--- config.mk ---
export PLATFORM = sky130hd
export DESIGN_NAME = ssor_routing
export DESIGN_NICKNAME = d
export VERILOG_FILES = /design/src/hdl/ssor_pkg.sv /design/src/hdl/ssor_routing.sv /design/src/hdl/ssor_sync2.sv
export SDC_FILE = /design/constraint.sdc
export NUM_CORES = 1
export LEC_CHECK = 0
export ABC_AREA = 1
export BUFFER_PORTS_ARGS = -buffer_cell sky130_fd_sc_hd__buf_2
export CORE_MARGIN = 1
export CORE_UTILIZATION = 47
export DETAILED_ROUTE_END_ITERATION = 10
export GPL_TIMING_DRIVEN = 0
export PLACE_DENSITY = 0.92
export SLEW_MARGIN = 20
export SYNTH_ARGS = -nofsm -noshare
export SYNTH_HDL_FRONTEND = slang
export SYNTH_HIERARCHICAL = 1
export SYNTH_SLANG_ARGS = --single-unit
--- constraint.sdc ---
create_clock -name sys_clk_in -period 3 [get_ports sys_clk_in]
set_clock_uncertainty 0.15 [all_clocks]
set_input_delay 0.15 -clock sys_clk_in [delete_from_list [all_inputs] [get_ports sys_clk_in]]
set_output_delay 0.15 -clock sys_clk_in [all_outputs]
set_load 0.01 [all_outputs]
--- src/hdl/ssor_pkg.sv ---
// package for the servo status output routing block
// holds field positions, widths, reset values and status indexes;
// assumes users refer to every name as ssor_pkg::name

package ssor_pkg;

  // ----------------------------------------------------------------
  // allocation parameter layout
  // ----------------------------------------------------------------
  localparam int unsigned PARAM_W   = 16;
  localparam int unsigned DIG_W     = 4;
  localparam int unsigned DIG0_LSB  = 0;
  localparam int unsigned DIG1_LSB  = 4;
  localparam int unsigned DIG2_LSB  = 8;
  localparam int unsigned DIG3_LSB  = 12;
  localparam int unsigned BRAKE_INV_BIT = 0;

  // ----------------------------------------------------------------
  // terminals and status signals
  // ----------------------------------------------------------------
  localparam int unsigned NUM_TERM = 4;
  localparam int unsigned NUM_SIG  = 6;
  localparam int unsigned SIG_POS_DONE = 0;
  localparam int unsigned SIG_ROTATION = 1;
  localparam int unsigned SIG_RDY      = 2;
  localparam int unsigned SIG_BRAKE    = 3;
  localparam int unsigned SIG_WARN     = 4;
  localparam int unsigned SIG_ALARM    = 5;

  // ----------------------------------------------------------------
  // rotation detection threshold, unit 1 rpm
  // ----------------------------------------------------------------
  localparam int unsigned SPEED_W = 16;
  localparam logic [SPEED_W-1:0] THRESH_MAX = 16'h2710;
  localparam logic [SPEED_W-1:0] THRESH_RST = 16'h0014;

  // ----------------------------------------------------------------
  // pin synchroniser
  // ----------------------------------------------------------------
  localparam int unsigned NUM_PINS = 2;
  localparam int unsigned PIN_MAIN = 0;
  localparam int unsigned PIN_HWBB = 1;

  // ----------------------------------------------------------------
  // control modes
  // ----------------------------------------------------------------
  typedef enum logic [1:0] {
    SSOR_MODE_SPEED    = 2'b00,
    SSOR_MODE_POSITION = 2'b01,
    SSOR_MODE_TORQUE   = 2'b10
  } ssor_mode_e;

endpackage

--- src/hdl/ssor_routing.sv ---
// servo status generation and routing to connector output terminals
// assumes: status conditions come from drive logic on sys_clk_in, except
// main power and hardware base block which arrive as pins; parameters
// come from the parameter store on the same clock
// assumes the host reads terminal_monitor_out on the same clock and that
// threshold_write_in is a pulse from the parameter store


`timescale 1ns/100ps
`default_nettype none

module ssor_routing (
  input  wire logic                          sys_clk_in,
  input  wire logic                          arst_n_in,
  input  wire logic [ssor_pkg::PARAM_W-1:0]  output_alloc_param_a_in,
  input  wire logic [ssor_pkg::PARAM_W-1:0]  output_alloc_param_b_in,
  input  wire logic [ssor_pkg::PARAM_W-1:0]  output_alloc_param_c_in,
  input  wire logic [ssor_pkg::PARAM_W-1:0]  output_alloc_param_d_in,
  input  wire logic [ssor_pkg::SPEED_W-1:0]  rotation_detect_threshold_in,
  input  wire logic                          threshold_write_in,
  input  wire logic [1:0]                    ctrl_mode_in,
  input  wire logic [ssor_pkg::SPEED_W-1:0]  motor_speed_abs_in,
  input  wire logic                          position_done_in,
  input  wire logic                          fault_in,
  input  wire logic                          warning_in,
  input  wire logic                          brake_release_in,
  input  wire logic                          main_power_pin_in,
  input  wire logic                          hw_baseblock_pin_in,
  input  wire logic                          abs_encoder_in,
  input  wire logic                          sensor_on_command_in,
  input  wire logic                          enc_pos_sent_in,
  input  wire logic                          pole_detect_done_in,
  input  wire logic                          servo_on_command_in,
  output logic [ssor_pkg::NUM_TERM-1:0]      io_signal_connector_out,
  output logic [ssor_pkg::NUM_TERM-1:0]      terminal_monitor_out,
  output logic [ssor_pkg::NUM_SIG-1:0]       status_out,
  output logic [ssor_pkg::SPEED_W-1:0]       threshold_out,
  output logic                               drive_stop_out
);

  // ----------------------------------------------------------------
  // pin synchronisation
  // ----------------------------------------------------------------
  logic [ssor_pkg::NUM_PINS-1:0] pins_raw;
  logic [ssor_pkg::NUM_PINS-1:0] pins_sync;
  logic                          main_power_s;
  logic                          hw_baseblock_s;

  // both pins are slow levels from outside the clock domain; each passes
  // two flops so ready never sees a half-settled level
  assign pins_raw[ssor_pkg::PIN_MAIN] = main_power_pin_in;
  assign pins_raw[ssor_pkg::PIN_HWBB] = hw_baseblock_pin_in;

  ssor_sync2 #(
    .WIDTH (ssor_pkg::NUM_PINS)
  ) u_pin_sync (
    .sys_clk_in (sys_clk_in),
    .arst_n_in  (arst_n_in),
    .async_in   (pins_raw),
    .sync_out   (pins_sync)
  );

  assign main_power_s   = pins_sync[ssor_pkg::PIN_MAIN];
  assign hw_baseblock_s = pins_sync[ssor_pkg::PIN_HWBB];

  // ----------------------------------------------------------------
  // state registers
  // ----------------------------------------------------------------
  logic [ssor_pkg::SPEED_W-1:0]  thresh_q;
  logic [ssor_pkg::SPEED_W-1:0]  thresh_d;
  logic                          first_sv_seen_q;
  logic                          first_sv_seen_d;
  logic                          enc_sent_q;
  logic                          enc_sent_d;
  logic [ssor_pkg::NUM_SIG-1:0]  status_q;
  logic [ssor_pkg::NUM_SIG-1:0]  status_d;
  logic [ssor_pkg::NUM_TERM-1:0] term_q;
  logic [ssor_pkg::NUM_TERM-1:0] term_d;
  logic [ssor_pkg::NUM_TERM-1:0] mon_q;
  logic [ssor_pkg::NUM_TERM-1:0] mon_d;
  logic                          stop_q;
  logic                          stop_d;

  // ----------------------------------------------------------------
  // allocation fields
  // ----------------------------------------------------------------
  logic [ssor_pkg::DIG_W-1:0] alloc [ssor_pkg::NUM_SIG];
  logic                       brake_invert;

  always_comb begin
    alloc[ssor_pkg::SIG_POS_DONE] =
      output_alloc_param_a_in[ssor_pkg::DIG0_LSB +: ssor_pkg::DIG_W];
    alloc[ssor_pkg::SIG_ROTATION] =
      output_alloc_param_a_in[ssor_pkg::DIG2_LSB +: ssor_pkg::DIG_W];
    alloc[ssor_pkg::SIG_RDY]  =
      output_alloc_param_a_in[ssor_pkg::DIG3_LSB +: ssor_pkg::DIG_W];
    alloc[ssor_pkg::SIG_BRAKE] =
      output_alloc_param_b_in[ssor_pkg::DIG2_LSB +: ssor_pkg::DIG_W];
    alloc[ssor_pkg::SIG_WARN] =
      output_alloc_param_b_in[ssor_pkg::DIG3_LSB +: ssor_pkg::DIG_W];
    alloc[ssor_pkg::SIG_ALARM] =
      output_alloc_param_c_in[ssor_pkg::DIG1_LSB +: ssor_pkg::DIG_W];
  end

  assign brake_invert = output_alloc_param_d_in[ssor_pkg::BRAKE_INV_BIT];

  // a field picks terminal 1..NUM_TERM; zero and values past the last
  // terminal leave the status unrouted
  logic [ssor_pkg::NUM_SIG-1:0] alloc_on;

  for (genvar s = 0; s < ssor_pkg::NUM_SIG; s++) begin : g_alloc
    assign alloc_on[s] = (alloc[s] != '0) &&
                         (alloc[s] <= ssor_pkg::DIG_W'(ssor_pkg::NUM_TERM));
  end

  // ----------------------------------------------------------------
  // threshold register
  // ----------------------------------------------------------------
  // out-of-range writes saturate rather than wrap, so a bad value
  // can never make rotation detection fire at low speed
  always_comb begin
    thresh_d = thresh_q;
    if (threshold_write_in) begin
      if (rotation_detect_threshold_in > ssor_pkg::THRESH_MAX) begin
        thresh_d = ssor_pkg::THRESH_MAX;
      end else begin
        thresh_d = rotation_detect_threshold_in;
      end
    end
  end

  always_ff @(posedge sys_clk_in or negedge arst_n_in) begin
    if (!arst_n_in) begin
      thresh_q <= ssor_pkg::THRESH_RST;
    end else begin
      thresh_q <= thresh_d;
    end
  end

  // ----------------------------------------------------------------
  // servo ready conditions
  // ----------------------------------------------------------------
  logic power_ok;
  logic unblocked_ok;
  logic healthy_ok;
  logic sensor_ok;
  logic pole_ok;
  logic ready_c;

  always_comb begin
    first_sv_seen_d = first_sv_seen_q | servo_on_command_in;
    // position-data flag follows the sensor-on command; a send in the
    // same cycle as sensor-on is kept
    if (!sensor_on_command_in) begin
      enc_sent_d = 1'b0;
    end else begin
      enc_sent_d = enc_sent_q | enc_pos_sent_in;
    end
    sensor_ok = !abs_encoder_in || (sensor_on_command_in && enc_sent_q);
    // before the first servo-on the pole condition is waived; once it
    // arrives detection runs and ready waits for it to finish
    pole_ok = pole_detect_done_in ||
              (!first_sv_seen_q && !servo_on_command_in);
    power_ok     = main_power_s;
    unblocked_ok = !hw_baseblock_s;
    healthy_ok   = !fault_in;
    ready_c      = power_ok && unblocked_ok && healthy_ok &&
                   sensor_ok && pole_ok;
  end

  always_ff @(posedge sys_clk_in or negedge arst_n_in) begin
    if (!arst_n_in) begin
      first_sv_seen_q <= 1'b0;
      enc_sent_q      <= 1'b0;
    end else begin
      first_sv_seen_q <= first_sv_seen_d;
      enc_sent_q      <= enc_sent_d;
    end
  end

  // ----------------------------------------------------------------
  // status generation
  // ----------------------------------------------------------------
  logic pos_mode_ok;

  // positioning complete is only detected in position control; every
  // other mode, including the unused code, holds it off
  always_comb begin
    case (ssor_pkg::ssor_mode_e'(ctrl_mode_in))
      ssor_pkg::SSOR_MODE_POSITION: pos_mode_ok = 1'b1;
      ssor_pkg::SSOR_MODE_SPEED:    pos_mode_ok = 1'b0;
      ssor_pkg::SSOR_MODE_TORQUE:   pos_mode_ok = 1'b0;
      default:                      pos_mode_ok = 1'b0;
    endcase
  end

  always_comb begin
    status_d = '0;
    status_d[ssor_pkg::SIG_POS_DONE] = position_done_in && pos_mode_ok;
    status_d[ssor_pkg::SIG_ROTATION] = (motor_speed_abs_in > thresh_q);
    status_d[ssor_pkg::SIG_RDY]      = ready_c;
    status_d[ssor_pkg::SIG_BRAKE]    = brake_release_in ^ brake_invert;
    status_d[ssor_pkg::SIG_WARN]     = warning_in;
    status_d[ssor_pkg::SIG_ALARM]    = !fault_in;
  end

  always_ff @(posedge sys_clk_in or negedge arst_n_in) begin
    if (!arst_n_in) begin
      status_q <= '0;
    end else begin
      status_q <= status_d;
    end
  end

  // ----------------------------------------------------------------
  // stop request
  // ----------------------------------------------------------------
  // a warning never reaches the stop request, so operation goes on
  // through it; only an alarm demands the stop
  always_comb begin
    stop_d = fault_in;
  end

  always_ff @(posedge sys_clk_in or negedge arst_n_in) begin
    if (!arst_n_in) begin
      stop_q <= 1'b0;
    end else begin
      stop_q <= stop_d;
    end
  end

  // ----------------------------------------------------------------
  // terminal routing
  // ----------------------------------------------------------------
  logic [ssor_pkg::NUM_SIG-1:0] hit  [ssor_pkg::NUM_TERM];
  logic [ssor_pkg::NUM_TERM-1:0] route_c;

  // terminal t answers to field value t+1; value 0 matches no terminal
  for (genvar t = 0; t < ssor_pkg::NUM_TERM; t++) begin : g_term
    for (genvar s = 0; s < ssor_pkg::NUM_SIG; s++) begin : g_sig
      assign hit[t][s] =
        alloc_on[s] && (alloc[s] == ssor_pkg::DIG_W'(t + 1));
    end
    assign route_c[t] = ^(status_q & hit[t]);
  end

  always_comb begin
    term_d = route_c;
  end

  // statuses are registered before routing and terminals after it, so a
  // parameter change moves a status without a combinational glitch
  always_ff @(posedge sys_clk_in or negedge arst_n_in) begin
    if (!arst_n_in) begin
      term_q <= '0;
    end else begin
      term_q <= term_d;
    end
  end

  // ----------------------------------------------------------------
  // terminal monitor
  // ----------------------------------------------------------------
  // a flop copy of its own, so the monitor path never loads the
  // connector drivers
  always_comb begin
    mon_d = route_c;
  end

  always_ff @(posedge sys_clk_in or negedge arst_n_in) begin
    if (!arst_n_in) begin
      mon_q <= '0;
    end else begin
      mon_q <= mon_d;
    end
  end

  // ----------------------------------------------------------------
  // outputs
  // ----------------------------------------------------------------
  // the alarm terminal closes while healthy, so a cut line reads as a
  // fault to the outside power interlock
  assign io_signal_connector_out = term_q;
  assign terminal_monitor_out    = mon_q;
  assign status_out              = status_q;
  assign threshold_out           = thresh_q;
  assign drive_stop_out          = stop_q;

endmodule

`default_nettype wire

--- src/hdl/ssor_sync2.sv ---
// two flip-flop synchroniser for a group of pin levels
// assumes each bit is a slow level from outside the clock domain

`timescale 1ns/100ps
`default_nettype none

module ssor_sync2 #(
  parameter int unsigned WIDTH = 2
) (
  input  wire logic             sys_clk_in,
  input  wire logic             arst_n_in,
  input  wire logic [WIDTH-1:0] async_in,
  output logic      [WIDTH-1:0] sync_out
);

  // ----------------------------------------------------------------
  // synchroniser stages
  // ----------------------------------------------------------------
  // first stage feeds only the second stage: it may be metastable
  logic [WIDTH-1:0] meta_q;
  logic [WIDTH-1:0] meta_d;
  logic [WIDTH-1:0] sync_q;
  logic [WIDTH-1:0] sync_d;

  always_comb begin
    meta_d = async_in;
    sync_d = meta_q;
  end

  always_ff @(posedge sys_clk_in or negedge arst_n_in) begin
    if (!arst_n_in) begin
      meta_q <= '0;
      sync_q <= '0;
    end else begin
      meta_q <= meta_d;
      sync_q <= sync_d;
    end
  end

  assign sync_out = sync_q;

endmodule

`default_nettype wire

; ---- Word-level counts from Yosys, hierarchy flattened
; Index checks and enable logic that the tools add are counted.
[totals]
output_inout_bits = 31
elab_cells = 105
input_bits = 112
register_bits = 33
[classes]
eq_ne = 25
reduce_logical = 54
mux = 3
n_bitwise = 7
n_lt_le_gt_ge = 8
[op_table]
columns = operator, count
row1 = "equality test 4 x 2 -> 1 bit, second input constant", 12
row2 = logical AND 1 bit, 37
row3 = AND 6 bit, 4
row4 = "equality test 4 x 1 -> 1 bit, second input constant", 6
row5 = "equality test 4 x 3 -> 1 bit, second input constant", 6
row6 = "<= comparator 4 x 3 -> 1 bit, second input constant", 6
row7 = nonzero test 4 bit, 6
row8 = parity 6 bit, 4
row9 = "> comparator 16 x 14 -> 1 bit, second input constant", 1
row10 = > comparator 16 bit, 1
row11 = 2-to-1 mux 16 bit, 1
row12 = logical NOT 1 bit, 5
row13 = "equality test 2 x 1 -> 1 bit, second input constant", 1
row14 = logical OR 1 bit, 2
row15 = 2-to-1 mux 1 bit, 2
row16 = OR 1 bit, 2
row17 = XOR 1 bit, 1

; ---- Longest topological paths before layout
[depth]
depth_word = 5
depth_mapped = 10
mapped_depth_nobuf = 10

; ---- Modules after synthesis
; Netlist, hierarchy kept.
[modules_own_cells]
columns = mod, cells_per_inst, area_per_inst_um2, n_inst, seq_area_each_um2
row1 = ssor_routing, 344, 2218.4, 1, 728.2
row2 = ssor_sync2, 4, 100.1, 1, 100.1

; ---- Least setup slack after synthesis
; No wires, ideal clock.
[synth_timing]
path_type = register to register
start = reg thresh_q (netlist bit threshold_out[2])
end = reg status_q (netlist bit status_out[1])
slack_ps = 1518
period_less_slack_ps = 1482
stages_incl_launch_ff = 11
path_buffers = 0
arrival_time_ps = 1255
cell_sequence = dfstp_2 -> inv_1 -> ha_1 -> nand2_1 -> inv_1 -> nand2_1 -> nand2_1 -> nand2_1 -> nand2_1 -> nand2_1 -> a21oi_1
[synth_via]
elab_chain_cells = 1
[synth_lines]
columns = element, line_no
row1 = start: declaration, ssor_routing.sv:69  ; logic [ssor_pkg::SPEED_W-1:0] thresh_q;
row2 = start signal: assignment, ssor_routing.sv:134  ; thresh_q <= ssor_pkg::THRESH_RST;
row3 = start signal: assignment, ssor_routing.sv:136  ; thresh_q <= thresh_d;
row4 = > comparator 16 bit, ssor_routing.sv:200  ; status_d[ssor_pkg::SIG_ROTATION] = (motor_speed_abs_in > thresh_q);
row5 = "net status_d, one bit", ssor_routing.sv:76  ; logic [ssor_pkg::NUM_SIG-1:0] status_d;
row6 = end signal: assignment, ssor_routing.sv:211  ; status_q <= status_d;
row7 = end: declaration, ssor_routing.sv:75  ; logic [ssor_pkg::NUM_SIG-1:0] status_q;
; The timed path passes the listed nets, and every way through them passes these cells.
; A chain may end at the register's enable or synchronous reset.

; ---- Worst setup path after layout
[layout_timing]
start = in enc_pos_sent_in
end = reg enc_sent_q
[layout_via]
elab_chain_cells = 2
[layout_lines]
columns = element, line_no
row1 = start: declaration, ssor_routing.sv:31  ; input wire logic enc_pos_sent_in,
row2 = OR 1 bit, ssor_routing.sv:157  ; enc_sent_d = enc_sent_q | enc_pos_sent_in;
row3 = 2-to-1 mux 1 bit, ssor_routing.sv:154  ; if (!sensor_on_command_in) begin
row4 = net enc_sent_d, ssor_routing.sv:74  ; logic enc_sent_d;
row5 = end signal: assignment, ssor_routing.sv:177  ; enc_sent_q <= enc_sent_d;
row6 = end: declaration, ssor_routing.sv:73  ; logic enc_sent_q;
; The timed path passes the listed nets, and every way through them passes these cells.

==> metrics.cfg <==
[worst_hold_path]
worst_hold_path_type = primary input to flip-flop

[clock_network]
tritoncts.num_buffers = 5
clock_tree_from_tritoncts = done
root_buffer = sky130_fd_sc_hd__clkbuf_8
clk_pin_slew_ns = 0.07
clk_path_buf_depth = 2
insertion_delay_ns = 0.28
cts_sinks = 33
ctsHtreeMaxLevel = 2

[worst_setup_path]
worst_setup_path_startpoint = enc_pos_sent_in
setup.worst_path.end = enc_sent_q$_DFF_PN0_
required_ns = 3.01
regToRegEndpoint = status_out[1]$_DFF_PN0_
worst-path-max-fanout = 1
timing.critical_path.to_type = flip-flop
r2r-start = threshold_out[13]$_DFFE_PN0P_
worstSetupPathType = primary input to flip-flop
worstSetupStartpointType = primary input
reg2reg_slack_ns = 1.36
arrival_ns = 1.99
r2r_cells = 6

[logic_synthesis]
ys_async_sr_fraction_pct = 100.0
post_synth_main_area_contributors = sky130_fd_sc_hd__dfrtp_1 33%, sky130_fd_sc_hd__nand2_1 16%, sky130_fd_sc_hd__inv_1 9.6%
synth_most_common_cell = sky130_fd_sc_hd__nand2_1
synth.yosys.seq_area_share_pct = 35.73
post_synth.cell_area_avg_um2 = 6.662
ys_ff_latch = 33
synth_top_area_share_pct = 33.46
synthFlopType = sky130_fd_sc_hd__dfrtp_1
mappedNetlistArea_um2 = 2318
ys_top_cells_by_count = 100 x sky130_fd_sc_hd__nand2_1, 59 x sky130_fd_sc_hd__inv_1, 57 x sky130_fd_sc_hd__nor2_1
syn-num-nets = 476
yosysTopAreaCell = sky130_fd_sc_hd__dfrtp_1
netlist-cell-type-count = 26
synth_edf_count = 0
postSynthCellCount = 348
yosysWarnings = 6

[pwr]
power.ir.vdd_worst_v = 0.0002632
power.density_nw_per_um2 = 328.1
pleak_nw = 1.894

[detailed_routing]
postRouteAntennaNets = 0
initialDrtViolationCount = 155
vias_per_cell = 4.807
drc = 0
drt-wirelength-per-cell_um = 10.93
detail_route.first_pass.iterations = 4
routed_wire_length_mm = 5.987
dr_wl_met3_um = 313
num_vias = 2634
detail_route.wirelength.met1_mm = 2.358
routed-wl-met2_mm = 3.247
highest_layer = met4

[grt]
grt_max_degree = 34
grt_overflow = 0
antenna_violations_before_repair = 0
grt.total_usage_pct = 24.58
wire_length_of_the_first_global_routing_pass_mm = 9.991
vias_in_the_first_global_route = 2488

[layout]
area_growth_syn_to_layout_pct = 39.18
postLayoutCellArea_um2 = 3227
layout.filler_cells = 398
seqCellArea_um2 = 828.3
final_cell_count_no_fill = 548
n_antenna_cell = 0
layout-drive-gt1-share_pct = 24.95
finish.net_count = 608
area_of_the_multi_input_gates_um2 = 1214
postLayoutCoreUtil_pct = 68.32

[timing]
worst_slew_margin_rel_pct = 50.21
fin_worst_setup_slack_ns = 1.020
max_slew.worst_pin.slew_ns = 0.7468
hold_violations = 0
finalCritPeriodShare_pct = 66.01
min_tclk_post_route_ns = 1.980
rsz_0062_raised_after_global_routing = no
setup_viol = 0
timing.fmax_mhz = 505.0
slew_viol_final = 0
fin_tns_setup_ns = 0

[place]
detailed_place.area_um2 = 2913
hpwl_after_dpl_mm = 4.508
gpl.final_weighted_congestion = 0.8723
dp_cells = 517
preCtsSetupSlack_ns = 1.375
port_buffers = 102

[floorplan]
starting_density_of_the_core_pct = 49.09
die_h_um = 72.24
dieArea_um2 = 5218
std_cell_rows = 25
core-area_um2 = 4723
die_width_um = 72.24
ios = 143

[run]
maxCapViolCount = 0

[run_status]
outcome = completed

==> report_power, final <==
part,switching [mW],total [mW],internal (mW)
logic,0.132,0.251,0.119
clock network,0.161,0.325,0.164
registers,0.0154,0.483,0.467
==> through the flow <==
step                      total power [mW]  hold slack, ns
after detailed placement            0.7151          0.1047
after global placement              0.7051         0.09848
after global routing                 1.119         0.01856
final                                1.059        0.007323
after floorplan                     0.6027         -0.2956
after CTS                            1.066       0.0004211
==> cell type report <==
class / instances / share of cell area (%)
plain buffers: 8 / 1.706
clock buffers: 7 / 2.365
clock inverters: 1 / 0.2326
inverters: 59 / 6.863
multi-input cells: 248 / 37.61
flip-flops and latches: 33 / 25.67
well taps: 67 / 2.598
repair buffers: 125 / 22.95
==> cell families (layout without fill, tap and decap cells) <==
group	Yosys count	in the layout	share of synthesized area (%)
flip-flops	33	33	35.73
adder cells (fa/ha/maj)	16	16	8.635
AND/OR/NAND/NOR	205	205	36.43
XOR/XNOR	5	5	1.889
buffers and inverters	67	200	11.93
AO/OA/AOI/OAI	22	22	5.396
==> flip-flops by register name, summed over array words and instances (netlist names) <==
| signal | flops |
|---|---|
| enc_sent_q | 1 |
| threshold_out | 16 |
| first_sv_seen_q | 1 |
| u_pin_sync/sync_out | 2 |
| status_out | 6 |
| io_signal_connector_out | 4 |
| drive_stop_out | 1 |
| u_pin_sync/meta_q | 2 |
==> metal layers <==
layer	vias up	GRT usage, %
met5	-	0
met4	0	6.754
met3	11	4.028
met2	104	48.08
met1	1179	27.08
li1	1340	-
==> placed cells by master, fill, tap and decap left out <==
master | netlist | routed
sky130_fd_sc_hd__nand3_1 | 33 | 33
sky130_fd_sc_hd__dfstp_2 | 2 | 2
sky130_fd_sc_hd__ha_1 | 16 | 16
sky130_fd_sc_hd__nor2_2 | 1 | 1
sky130_fd_sc_hd__and3_1 | 1 | 1
sky130_fd_sc_hd__dlygate4sd3_1 | 0 | 23
sky130_fd_sc_hd__o22ai_1 | 2 | 2
sky130_fd_sc_hd__dfrtp_1 | 31 | 31
sky130_fd_sc_hd__buf_4 | 4 | 4
sky130_fd_sc_hd__o21ai_1 | 1 | 1
sky130_fd_sc_hd__a21boi_0 | 1 | 1
sky130_fd_sc_hd__clkinvlp_4 | 0 | 1
sky130_fd_sc_hd__o21bai_1 | 2 | 2
sky130_fd_sc_hd__xor2_1 | 1 | 1
sky130_fd_sc_hd__clkbuf_1 | 1 | 3
sky130_fd_sc_hd__buf_2 | 2 | 104
sky130_fd_sc_hd__nand2_1 | 100 | 100
sky130_fd_sc_hd__a211oi_1 | 1 | 1
sky130_fd_sc_hd__a21oi_1 | 13 | 13
sky130_fd_sc_hd__nor2_1 | 57 | 57
sky130_fd_sc_hd__nor3_1 | 3 | 3
sky130_fd_sc_hd__nand2_2 | 2 | 2
sky130_fd_sc_hd__nand4_1 | 8 | 8
sky130_fd_sc_hd__inv_1 | 59 | 59
sky130_fd_sc_hd__o21ai_0 | 1 | 1
sky130_fd_sc_hd__o21a_1 | 1 | 1
sky130_fd_sc_hd__xnor2_1 | 4 | 4
sky130_fd_sc_hd__buf_6 | 1 | 1
sky130_fd_sc_hd__clkbuf_8 | 0 | 5
==> critical path, cell delays in order <==
cell	delay [ns]
sky130_fd_sc_hd__dlygate4sd3_1	0.54
sky130_fd_sc_hd__buf_2	0.12
sky130_fd_sc_hd__nand2_1	0.05
sky130_fd_sc_hd__dlygate4sd3_1	0.54
sky130_fd_sc_hd__nand2_1	0.05
sky130_fd_sc_hd__dlygate4sd3_1	0.55
==> what timing repair did <==
action                                 4_1_cts  5_1_grt
hold buffers                                23        0
setup endpoints to repair                    0        0
resized for setup                            0        0
endpoints found under the hold margin       50        0
setup buffers                                0        0
==> worst min-delay path by stage <==
stage | from | end | slack (ns) | depth (start not counted)
after CTS | pole_detect_done_in | status_out[2]$_DFF_PN0_ | 0.0004 | 3
after floorplan | arst_n_in | drive_stop_out$_DFF_PN0_ | -0.30 | 0
after detailed placement | arst_n_in | u_pin_sync/meta_q[1]$_DFF_PN0_ | 0.10 | 1
after global placement | arst_n_in | u_pin_sync/meta_q[1]$_DFF_PN0_ | 0.1 | 1
final | pole_detect_done_in | status_out[2]$_DFF_PN0_ | 0.007 | 3
after global routing | sensor_on_command_in | status_out[2]$_DFF_PN0_ | 0.02 | 3
No activity file was read; power rests on OpenSTA's default activity.
